`config.mk`:
```
export PLATFORM = sky130hd
export DESIGN_NAME = pfc_rail_pid_loops
export DESIGN_NICKNAME = d
export VERILOG_FILES = /design/src/design/pfc_loop_pkg.sv /design/src/design/pfc_rail_pid_loops.sv /design/src/design/pid_core.sv
export SDC_FILE = /design/constraint.sdc
export NUM_CORES = 2
export LEC_CHECK = 0
export BUFFER_PORTS_ARGS = -buffer_cell sky130_fd_sc_hd__buf_2
export CAP_MARGIN = 40
export CELL_PAD_IN_SITES_DETAIL_PLACEMENT = 0
export CELL_PAD_IN_SITES_GLOBAL_PLACEMENT = 1
export CORE_UTILIZATION = 40
export CTS_CLUSTER_DIAMETER = 150
export DETAILED_ROUTE_END_ITERATION = 7
export HOLD_SLACK_MARGIN = 0.15
export PLACE_DENSITY_LB_ADDON = 0.1
export RECOVER_POWER = 50
export SLEW_MARGIN = 15
export SYNTH_ARGS = -nofsm -noshare
export SYNTH_HDL_FRONTEND = slang
export SYNTH_SLANG_ARGS = --single-unit
export TNS_END_PERCENT = 30
```
`constraint.sdc`:
```
create_clock -name i_sys_clk -period 12.6 [get_ports i_sys_clk]
set_input_delay 2.52 -clock i_sys_clk [delete_from_list [all_inputs] [get_ports i_sys_clk]]
set_output_delay 2.52 -clock i_sys_clk [all_outputs]
set_load 0.01 [all_outputs]
```
`src/design/pfc_loop_pkg.sv`:
```
// Purpose: constants, types and helpers for the rail and current loops
// Assumes: 100 MHz system clock, loops run at the 20 kHz sample rate
// Notes:   gains are signed Q4.12, samples signed Q1.15
//
// What this block does
// - every gain constant is a 16-bit fixed-point value
// - every stored accumulator, integral sum included, is 32 bits wide; the PID product sum acc is 64 bits
// - output = kp*error + ki*error sum + kd*(error - previous error)
// - ki = kp*ts/ti, kd = kp*td/ts, kp used unchanged
// - rail error compares sensed positive rail against the voltage setpoint
// - rail path is low-pass filtered to reject line-frequency ripple
// - filter: new output = b0*input + a1*previous output
// - rail compensator is a PI stage with its given gains
// - current setpoint = rail compensator output times line sample
// - current loop uses the absolute value of the line sample
// - current compensator is a PI stage with its given gains
// - loops are evaluated once per system sample period
package pfc_loop_pkg;

    localparam int unsigned CLK_HZ         = 100_000_000;
    localparam int unsigned SAMPLE_RATE_HZ = 20_000;
    localparam int unsigned SAMPLE_CYCLES  = CLK_HZ / SAMPLE_RATE_HZ;
    localparam int unsigned TS_NS          = 1_000_000_000 / SAMPLE_RATE_HZ;

    localparam int unsigned GAIN_FRAC = 12;
    localparam int unsigned SAMP_FRAC = 15;

    // analog parameters: gains in Q4.12, times in ns
    localparam int KP_RAIL_Q   = 3686;        // 0.9
    localparam int TI_RAIL_NS  = 56_300_000;  // 0.0563 s
    localparam int TD_RAIL_NS  = 0;
    localparam int KP_CUR_Q    = 26214;       // 6.4
    localparam int TI_CUR_NS   = 200_000;     // 0.0002 s
    localparam int TD_CUR_NS   = 0;

    typedef logic signed [15:0] gain_t;
    typedef logic signed [15:0] samp_t;
    typedef logic signed [31:0] acc_t;
    typedef logic signed [63:0] wide_t;

    // discrete gains derived from the analog ones
    localparam gain_t KP_RAIL = gain_t'(KP_RAIL_Q);
    localparam gain_t KI_RAIL =
        gain_t'(longint'(KP_RAIL_Q) * TS_NS / TI_RAIL_NS);
    localparam gain_t KD_RAIL =
        gain_t'(longint'(KP_RAIL_Q) * TD_RAIL_NS / TS_NS);
    localparam gain_t KP_CUR  = gain_t'(KP_CUR_Q);
    localparam gain_t KI_CUR  =
        gain_t'(longint'(KP_CUR_Q) * TS_NS / TI_CUR_NS);
    localparam gain_t KD_CUR  =
        gain_t'(longint'(KP_CUR_Q) * TD_CUR_NS / TS_NS);

    // low-pass coefficients, Q4.12: 0.01 and 0.9984
    localparam gain_t LPF_B0 = 16'sh0029;
    localparam gain_t LPF_A1 = 16'sh0FF9;

    localparam samp_t DUTY_MIN = 16'sh0000;
    localparam samp_t DUTY_MAX = 16'sh7FFF;
    localparam samp_t SAMP_MAX = 16'sh7FFF;
    localparam acc_t  ACC_MAX  = 32'sh7FFFFFFF;
    localparam acc_t  ACC_MIN  = 32'sh80000000;

    typedef enum logic [2:0] {
        ST_IDLE = 3'h0,
        ST_FILT = 3'h1,
        ST_RERR = 3'h3,
        ST_RPI  = 3'h2,
        ST_CERR = 3'h6,
        ST_CPI  = 3'h7
    } loop_st_t;

    function automatic acc_t sat32(input wide_t v);
        if (v > wide_t'(ACC_MAX))
            return ACC_MAX;
        else if (v < wide_t'(ACC_MIN))
            return ACC_MIN;
        else
            return v[31:0];
    endfunction : sat32

    function automatic wide_t mul32(input acc_t a, input acc_t b);
        wide_t ea;
        wide_t eb;
        ea = wide_t'(a);
        eb = wide_t'(b);
        return ea * eb;
    endfunction : mul32

endpackage : pfc_loop_pkg

```
`src/design/pfc_rail_pid_loops.sv`:
```
// Purpose: rail voltage loop feeding the inner current loop of the rectifier
// Assumes: samples arrive from logic on i_sys_clk with a one-cycle strobe
// Notes:   one evaluation per sample period; a missed sample is flagged
`timescale 1ns/1ns
module pfc_rail_pid_loops
    import pfc_loop_pkg::*;
#(
    parameter int unsigned SAMPLE_PERIOD_CYC = SAMPLE_CYCLES  // period count
)
(
    input  wire logic  i_sys_clk,       // system clock, 100 MHz
    input  wire logic  i_sys_rst,       // sync reset, high
    input  wire logic  i_sample_valid,  // sample strobe, one cycle
    input  wire samp_t i_rail_sample,   // positive rail voltage, Q1.15
    input  wire samp_t i_line_sample,   // AC line voltage, Q1.15
    input  wire samp_t i_cur_sample,    // inductor current, Q1.15
    input  wire samp_t i_rail_setpoint, // rail voltage setpoint, Q1.15
    output samp_t      o_duty,          // duty command
    output logic       o_duty_valid,    // duty update pulse
    output logic       o_sample_late,   // period began without fresh samples
    output acc_t       o_rail_ctrl      // rail compensator output
);

    typedef struct packed {
        loop_st_t   st;
        logic [15:0] cnt;
        samp_t      rail;
        samp_t      line;
        samp_t      cur;
        logic       fresh;
        logic       late;
        acc_t       filt;
        acc_t       rail_err;
        acc_t       iset;
        acc_t       cur_err;
        samp_t      duty;
        logic       duty_vld;
        logic       start_v;
        logic       start_i;
    } loop_state_t;

    loop_state_t s_r;
    loop_state_t s_nxt;

    acc_t rail_out;
    logic rail_done;
    acc_t cur_out;
    logic cur_done;

    pid_core u_rail_pi (
        .i_sys_clk (i_sys_clk),
        .i_sys_rst (i_sys_rst),
        .i_start   (s_r.start_v),
        .i_err     (s_r.rail_err),
        .i_kp      (KP_RAIL),
        .i_ki      (KI_RAIL),
        .i_kd      (KD_RAIL),
        .o_out     (rail_out),
        .o_done    (rail_done)
    );

    pid_core u_cur_pi (
        .i_sys_clk (i_sys_clk),
        .i_sys_rst (i_sys_rst),
        .i_start   (s_r.start_i),
        .i_err     (s_r.cur_err),
        .i_kp      (KP_CUR),
        .i_ki      (KI_CUR),
        .i_kd      (KD_CUR),
        .o_out     (cur_out),
        .o_done    (cur_done)
    );

    always_comb
    begin
        logic  tick;
        samp_t line_abs;
        wide_t prod;
        s_nxt          = s_r;
        s_nxt.duty_vld = 1'b0;
        s_nxt.start_v  = 1'b0;
        s_nxt.start_i  = 1'b0;
        tick           = 1'b0;
        line_abs       = '0;
        prod           = '0;

        // sample period counter
        if (s_r.cnt == 16'(SAMPLE_PERIOD_CYC - 1))
        begin
            s_nxt.cnt = 16'h0000;
            tick      = 1'b1;
        end
        else
        begin
            s_nxt.cnt = s_r.cnt + 16'h0001;
        end

        // capture samples from the source
        if (i_sample_valid)
        begin
            s_nxt.rail  = i_rail_sample;
            s_nxt.line  = i_line_sample;
            s_nxt.cur   = i_cur_sample;
            s_nxt.fresh = 1'b1;
        end

        unique case (s_r.st)
            ST_IDLE:
            begin
                if (tick)
                begin
                    if (s_r.fresh)
                    begin
                        s_nxt.late  = 1'b0;
                        s_nxt.fresh = i_sample_valid;
                        s_nxt.st    = ST_FILT;
                    end
                    else
                    begin
                        s_nxt.late = 1'b1;
                    end
                end
            end
            ST_FILT:
            begin
                s_nxt.filt = sat32(
                    (mul32(acc_t'(LPF_B0), acc_t'(s_r.rail))
                   + mul32(acc_t'(LPF_A1), s_r.filt)) >>> GAIN_FRAC);
                s_nxt.st   = ST_RERR;
            end
            ST_RERR:
            begin
                s_nxt.rail_err = sat32(wide_t'(i_rail_setpoint)
                                     - wide_t'(s_r.filt));
                s_nxt.start_v  = 1'b1;
                s_nxt.st       = ST_RPI;
            end
            ST_RPI:
            begin
                if (rail_done)
                begin
                    // abs of the most negative code saturates
                    if (s_r.line == 16'sh8000)
                        line_abs = SAMP_MAX;
                    else if (s_r.line < 16'sh0000)
                        line_abs = -s_r.line;
                    else
                        line_abs = s_r.line;
                    prod       = mul32(rail_out, acc_t'(line_abs));
                    s_nxt.iset = sat32(prod >>> SAMP_FRAC);
                    s_nxt.st   = ST_CERR;
                end
            end
            ST_CERR:
            begin
                s_nxt.cur_err = sat32(wide_t'(s_r.iset)
                                    - wide_t'(s_r.cur));
                s_nxt.start_i = 1'b1;
                s_nxt.st      = ST_CPI;
            end
            ST_CPI:
            begin
                if (cur_done)
                begin
                    if (cur_out > acc_t'(DUTY_MAX))
                        s_nxt.duty = DUTY_MAX;
                    else if (cur_out < acc_t'(DUTY_MIN))
                        s_nxt.duty = DUTY_MIN;
                    else
                        s_nxt.duty = cur_out[15:0];
                    s_nxt.duty_vld = 1'b1;
                    s_nxt.st       = ST_IDLE;
                end
            end
            default:
            begin
                s_nxt.st = ST_IDLE;
            end
        endcase
    end

    always_ff @(posedge i_sys_clk)
    begin
        if (i_sys_rst)
        begin
            s_r    <= '0;
            s_r.st <= ST_IDLE;
        end
        else
        begin
            s_r <= s_nxt;
        end
    end

    assign o_duty        = s_r.duty;
    assign o_duty_valid  = s_r.duty_vld;
    assign o_sample_late = s_r.late;
    assign o_rail_ctrl   = rail_out;

endmodule : pfc_rail_pid_loops

```
`src/design/pid_core.sv`:
```
// Purpose: one PID/PI compensator step per start pulse
// Assumes: gains Q4.12, error and output 32-bit signed
// Notes:   result and done appear one cycle after start
`timescale 1ns/1ns
module pid_core
    import pfc_loop_pkg::*;
(
    input  wire logic  i_sys_clk,  // system clock
    input  wire logic  i_sys_rst,  // sync reset, high
    input  wire logic  i_start,    // evaluate one step
    input  wire acc_t  i_err,      // current error
    input  wire gain_t i_kp,       // proportional gain
    input  wire gain_t i_ki,       // integral gain
    input  wire gain_t i_kd,       // derivative gain
    output acc_t       o_out,      // compensator output
    output logic       o_done      // output valid pulse
);

    typedef struct packed {
        acc_t sum;
        acc_t prev;
        acc_t out;
        logic done;
    } pid_state_t;

    pid_state_t s_r;
    pid_state_t s_nxt;

    always_comb
    begin
        wide_t acc;
        acc_t  sum_new;
        acc_t  diff;
        s_nxt      = s_r;
        s_nxt.done = 1'b0;
        sum_new    = sat32(wide_t'(s_r.sum) + wide_t'(i_err));
        diff       = sat32(wide_t'(i_err) - wide_t'(s_r.prev));
        acc        = mul32(acc_t'(i_kp), i_err)
                   + mul32(acc_t'(i_ki), sum_new)
                   + mul32(acc_t'(i_kd), diff);
        if (i_start)
        begin
            s_nxt.sum  = sum_new;
            s_nxt.prev = i_err;
            s_nxt.out  = sat32(acc >>> GAIN_FRAC);
            s_nxt.done = 1'b1;
        end
    end

    always_ff @(posedge i_sys_clk)
    begin
        if (i_sys_rst)
            s_r <= '0;
        else
            s_r <= s_nxt;
    end

    assign o_out  = s_r.out;
    assign o_done = s_r.done;

endmodule : pid_core

```
* After elaboration in Yosys (flattened, before gate mapping)
Cells that the tools add are included.
** Operators by class
- Add/subtract/negate cells :: 9
- $mul :: 7
- Order comparisons :: 19
- Equality and inequality tests :: 11
- Mux-type cells :: 38
- Bitwise logic cells :: 1
- Reductions and logical operators :: 7
** Operators with widths (number)
- $mux 32 :: 16
- $gt 64x32->1 const B :: 2
- $lt 64x32->1 const B :: 2
- $gt 52x32->1 const B :: 2
- $lt 52x32->1 const B :: 2
- $gt 33x32->1 const B :: 3
- $lt 33x32->1 const B :: 3
- $mux 16 :: 6
- $add 32x32->33 :: 2
- $add 48x46->49 :: 1
- $mul 32x16->48 :: 1
- $mul 15x32->47 const A :: 1
- $add 23x45->46 :: 1
- $add 45x35->46 :: 1
- $mul 14x32->46 const A :: 1
- $mul 13x32->45 const A :: 1
- $mul 12x32->44 const A :: 1
- $mul 3x32->35 const A :: 1
- $gt 34x32->1 const B :: 1
- $lt 34x32->1 const B :: 1
- $sub 16x32->33 :: 1
- $sub 32x16->33 :: 1
- $gt 32x16->1 const B :: 1
- $lt 32x1->1 const B :: 1
- other kinds (20) :: 39
** Storage, ports and cells
- Bits in registers :: 346
- Bits of input ports :: 67
- Output and inout port bits :: 50

* Depth between registers and ports, before layout
- Depth after elaboration :: 9
- Depth in mapped cells :: 52
- Mapped depth without buffers :: 49

* Modules after synthesis
A second synthesis with hierarchy kept.
** Second synthesis, totals
- Cell total of the unflattened synthesis :: 18364
- Area total of the unflattened synthesis :: 165204.7 sq um
** By module, submodules not included
- pid_core (u_cur_pi) :: instances 1, cells an instance 6859, area each 61965.7 sq um, sequential area each 1941.9 sq um
- pid_core (u_rail_pi) :: instances 1, cells an instance 6830, area each 61058.6 sq um, sequential area each 1941.9 sq um
- pfc_rail_pid_loops :: instances 1, cells an instance 4675, area each 42180.5 sq um, sequential area each 4324.1 sq um

* Least setup slack after synthesis
Ideal clock, no wire load.
- Path type :: reg2reg
- Start point :: register s_r[28] (netlist name)
- End point :: register u_cur_pi.s_r, in the netlist u_cur_pi.o_out[17]
- Arrival time :: 10.796 ns
- Data required time :: 12.508 ns
- Path slack :: 1.711 ns
- Stages on the path, launching flop included :: 46
- Period minus slack after synthesis :: 10.889 ns
- Cells stage by stage :: dfxtp_1 > ha_1 > inv_1 > fa_1 > inv_1 > ha_1 > inv_1 > fa_1 > inv_1 > fa_1 > inv_1 > fa_1 > inv_1 > ha_1 > a21o_1 > a221o_1 > a222oi_1 > nand2_1 > [... 10 more ...] > inv_1 > fa_1 > inv_1 > ha_1 > clkbuf_1 > nand2_1 > nor2_1 > nand3_1 > nor3_1 > or4bb_1 > a21oi_1 > o21ai_1 > and2_1 > o21ai_1 > xnor3_2 > a22o_2 > buf_6 > o32ai_1
** Between the ends
- Longest elaborated chain between the ends :: 9
- Elaborated cells between the ends (all ways) :: 12
- Those cells by class :: add/sub: 2; mul: 2; order compare: 4; mux: 4
** RTL lines
- from (decl) :: RTL line pfc_rail_pid_loops.sv:42 : loop_state_t s_r;
- from (signal assigned) :: RTL line pfc_rail_pid_loops.sv:191 : s_r <= s_nxt;
- $add 32x32->33 :: RTL line pid_core.sv:36 : sum_new = sat32(wide_t'(s_r.sum) + wide_t'(i_err));
- $lt 64x32->1 :: RTL line pfc_loop_pkg.sv:75 : else if (v < wide_t'(ACC_MIN))
- $mux 32 :: RTL line pfc_loop_pkg.sv:75
- $mux 32 :: RTL line pfc_loop_pkg.sv:73 : if (v > wide_t'(ACC_MAX))
- $mul 14x32->46 :: RTL line pfc_loop_pkg.sv:86 : return ea * eb;
- $add 48x46->49 (*) :: RTL line pid_core.sv:39 : + mul32(acc_t'(i_ki), sum_new)
- $lt 52x32->1 :: RTL line pfc_loop_pkg.sv:75
- $mux 32 :: RTL line pfc_loop_pkg.sv:75
- $mux 32 (*) :: RTL line pfc_loop_pkg.sv:73
- to (signal assigned) :: RTL line pid_core.sv:55 : s_r <= s_nxt;
- to (decl) :: RTL line pid_core.sv:26 : pid_state_t s_r;
Every way passes the cells marked *; elsewhere a longest branch is shown, timed or not.
A chain may end at the register's enable or synchronous reset.

* Final worst setup path
- Start point :: register s_r[24] (netlist name)
- End point :: register u_cur_pi.s_r, in the netlist u_cur_pi.o_out[13]
The elaborated chain is that of the path after synthesis.

==> reports/qor.txt <==
Leakage power -> 0.0439 uW
Status -> finished, violations left
Vias in the first global route -> 61,602
Root buffer cell -> clkbuf_16
Ys flop type -> dfxtp_1
Failing checks -> max-capacitance violations, max-slew violations
Post-CTS Hold Fix Bufs -> 0
Gr ovfl total -> 0
Final setup viols -> 0
Unrepaired setup endpoints after global routing -> no
Synth Register Bits -> 346
Synth-to-layout area growth -> 6.85%
Final slew viol count -> 189
Clock Path Buffers -> 3
DR pass1 iterations -> 5
Internal power -> 2320 uW
Critical Path AT -> 12,480 ps
Design Area, Final -> 0.0828 sq mm
Setup TNS -> 0 ps
Sw Pwr -> 1090 uW
Clk_lat worst skew -> 710 ps
DIE WIDTH -> 442 microns
Sequential share of power -> 32.8%
Pin count of the biggest net entering global routing -> 82
Layout Nets -> 11,106
Crit path largest cell delay -> 540 ps
Mapped Cells -> 8,677
Post-synthesis cell type count -> 96
Chip height -> 442 microns
Critical path type -> reg -> reg
Mapped cell area -> 0.0775 sq mm
Adder-cell share of the synthesized area -> 51.9%
Peak supply drop -> 0.0994 mV
Initial antenna violation count -> 7
Complex-gate fraction of the synthesized area -> 11.5%
Syn Nets -> 11,125
Clock Sinks -> 346
Routed len/inst -> 19.7 microns
Sw Ratio -> 31.9%
Top Ports -> 117
CTS tree -> yes
HP Class -> reg -> reg
First-pass GRT wire length -> 358 mm
Pre-CTS WS -> 551 ps
GP Congestion -> 0.885
Mux contribution to synthesized area -> 0.998%
DRT Wirelength -> 222 mm
Hold Vio Cnt, Final -> 0
Clock buffer count from CTS -> 54
Die area -> 0.196 sq mm
Post-synthesis simple-gate area fraction -> 10.7%
Layout cells sized above 1 -> 4.47%
Largest family of logic cells by synthesized area -> adder cells
PD cells -> 41.2 mW/mm^2
Post-DP HPWL -> 187 mm
XOR/XNOR Fraction of Synth Area -> 4.56%
DRC -> 0
Input/output buffers -> 116
Rel. slew slack -> -117%
Critical Path RT -> 13,180 ps
Slew @ Worst Pin -> 3250 ps
Final min period -> 11,900 ps
Slowest cell on the critical path -> fa_1
Initial Util -> 40.2%
Fin worst setup slack -> 702 ps
Post-DP Area -> 0.0809 sq mm
H-tree lvl count -> 2
Peak Freq -> 0.0840 GHz
Total track usage -> 23.5%
Crit share post-route -> 94.4%
Crit start category -> register
Register area share after synthesis -> 8.94%
CP endpoint kind -> register
Filler Cell Count -> 19,403
Vias -> 56,742
Clock network power share -> 50.0%
Core Area -> 0.193 sq mm
DR vias/cell -> 5.05
Synthesized area per cell -> 8.93 sq um
Clock Pin Slew Worst Setup and Hold Paths -> 60 ps
Clock Skew -> 38.3 ps
First DRT Iteration DRCs -> 2,922
Post-synth EDFFs -> 0
Combinational share of power -> 17.2%
FP Rows -> 161
Maximum Capacitance Violations -> 7
DRT antenna net count -> 0
Ys async rst share -> 0%
Synth warn -> 0
Crit-path max FO -> 31
## cell families (layout without fill, tap and decap cells)
group,count (synthesis),in the layout
flops,346,346
other cells,0,2
xor+xnor,402,402
compound gates,1384,1384
buf+inv,2288,2315
fa+ha+maj,2394,2394
mux,77,77
simple gates,1786,1786
## final cells by class
type	count	area, sq um	share of cell area [%]
multi-input cells	6043	61900	74.7
inverters	1983	7450	8.99
flip-flops and latches	346	6940	8.37
well taps	2526	3160	3.82
clock buffers	66	1490	1.79
repair buffers	230	1410	1.70
clock inverters	36	490	0.592
diodes	2	5.00	0.00604
## power by group through the flow
| stage | Clock (uW) | Sequential (uW) | Combinational, uW |
|---|---|---|---|
| 2_1_floorplan | 0 | 1140 | 381 |
| 3_3_place_gp | 0 | 1140 | 581 |
| 3_5_place_dp | 0 | 1140 | 583 |
| 4_1_cts | 1770 | 1120 | 589 |
| 5_1_grt | 1810 | 1120 | 656 |
| 6_report | 1710 | 1120 | 585 |
## cells in the mapped netlist (all sizes together) (12+ instances only)
master  number  area, sq um
and2       151          946
a21oi      415         2080
xor2       139         1220
o21ai      274         1380
nand2      619         2320
xnor2      262         2290
a41oi       12          105
a221oi      42          380
and3        28          175
buf         70          488
nor4        13         81.3
a21boi      14          105
o211ai      27          208
maj3        13          134
dfxtp      346         6930
nand4       42          263
or3         26          163
nor3        89          445
o21a        67          503
nor2       491         1850
fa        1377        27600
or2         47          294
nor2b       85          532
o21bai      49          368
ha        1004        12600
inv       1983         7450
a211oi     143         1090
clkbuf     235          883
nand2b      81          507
a31oi       42          278
a21o       169         1270
nand3       81          405
o31ai       16          120
mux2i       75          751
## cells in the final DEF, fill, tap and decap left out, types with 10 or more instances in the layout
master	count
o21ai_0	263
xor2_1	139
ha_1	1001
a21o_1	169
o211ai_1	26
a41oi_1	12
o21a_1	67
nand4_1	42
and2_1	149
a211oi_1	141
a221oi_1	40
dfxtp_1	343
or2_2	47
nor3_1	89
nor4_1	13
clkbuf_16	54
nand2b_1	80
or3_1	26
buf_2	92
and3_1	28
mux2i_1	75
nor2b_1	84
nand3_1	80
a21boi_0	12
nand2_1	612
o31ai_1	15
nor2_1	486
clkbuf_1	58
o21bai_1	49
a31oi_1	39
buf_4	71
fa_1	1377
inv_1	1980
xnor2_1	262
maj3_1	10
a21oi_1	411
## metrics by stage
step                      cells  utilization [%]  hold slack, ps  power [uW]
after floorplan            8677                -             418        1520
after global placement    11108             41.9             428        1730
after detailed placement  11123             42.0             439        1730
after CTS                 11225             43.1             451        3480
after global routing      11232             43.0             474        3580
final                     11232             43.0             451        3410
## final timing paths
check / endpoint / depth (start not counted) / startpoint / slack, ps
max: u_cur_pi.o_out[13] / 44 / s_r[24] / 700
min: s_r[197] / 1 / s_r[197] / 450
max reg2reg: u_cur_pi.o_out[13] / 44 / s_r[24] / 700
min reg2reg: s_r[197] / 1 / s_r[197] / 450
## sequential cells by signal, summed over array words and instances (netlist names)
register	cells
u_cur_pi.o_out	32
u_cur_pi.s_r	32
u_cur_pi.o_done	1
s_r	198
u_rail_pi.o_done	1
u_rail_pi.s_r	32
o_duty_valid	1
u_rail_pi.o_out	32
o_duty	16
o_sample_late	1
## worst max-delay path, delay by kind of cell (launching register included)
family / cells / cell delay, ps
adder cells (fa/ha/maj): 14 / 5930
AO/OA/AOI/OAI: 11 / 2440
AND/OR/NAND/NOR: 8 / 1800
buffers and inverters: 9 / 660
flip-flops: 1 / 500
XOR/XNOR: 2 / 420
## routing by layer
metal | global-route usage, % | up-vias | wire length, microns
met1 | 32.0 | 28418 | 102000
met4 | 5.55 | 2 | 5800
met3 | 2.29 | 192 | 7470
met2 | 40.0 | 811 | 107000
met5 | 0 | - | 11
li1 | - | 27319 | -
## what timing repair did
action | in CTS | in global routing
resized for setup | 0 | 13
setup endpoints to repair | 0 | 32
buffers inserted | 0 | 1
No activity file was read; power rests on OpenSTA's default activity.
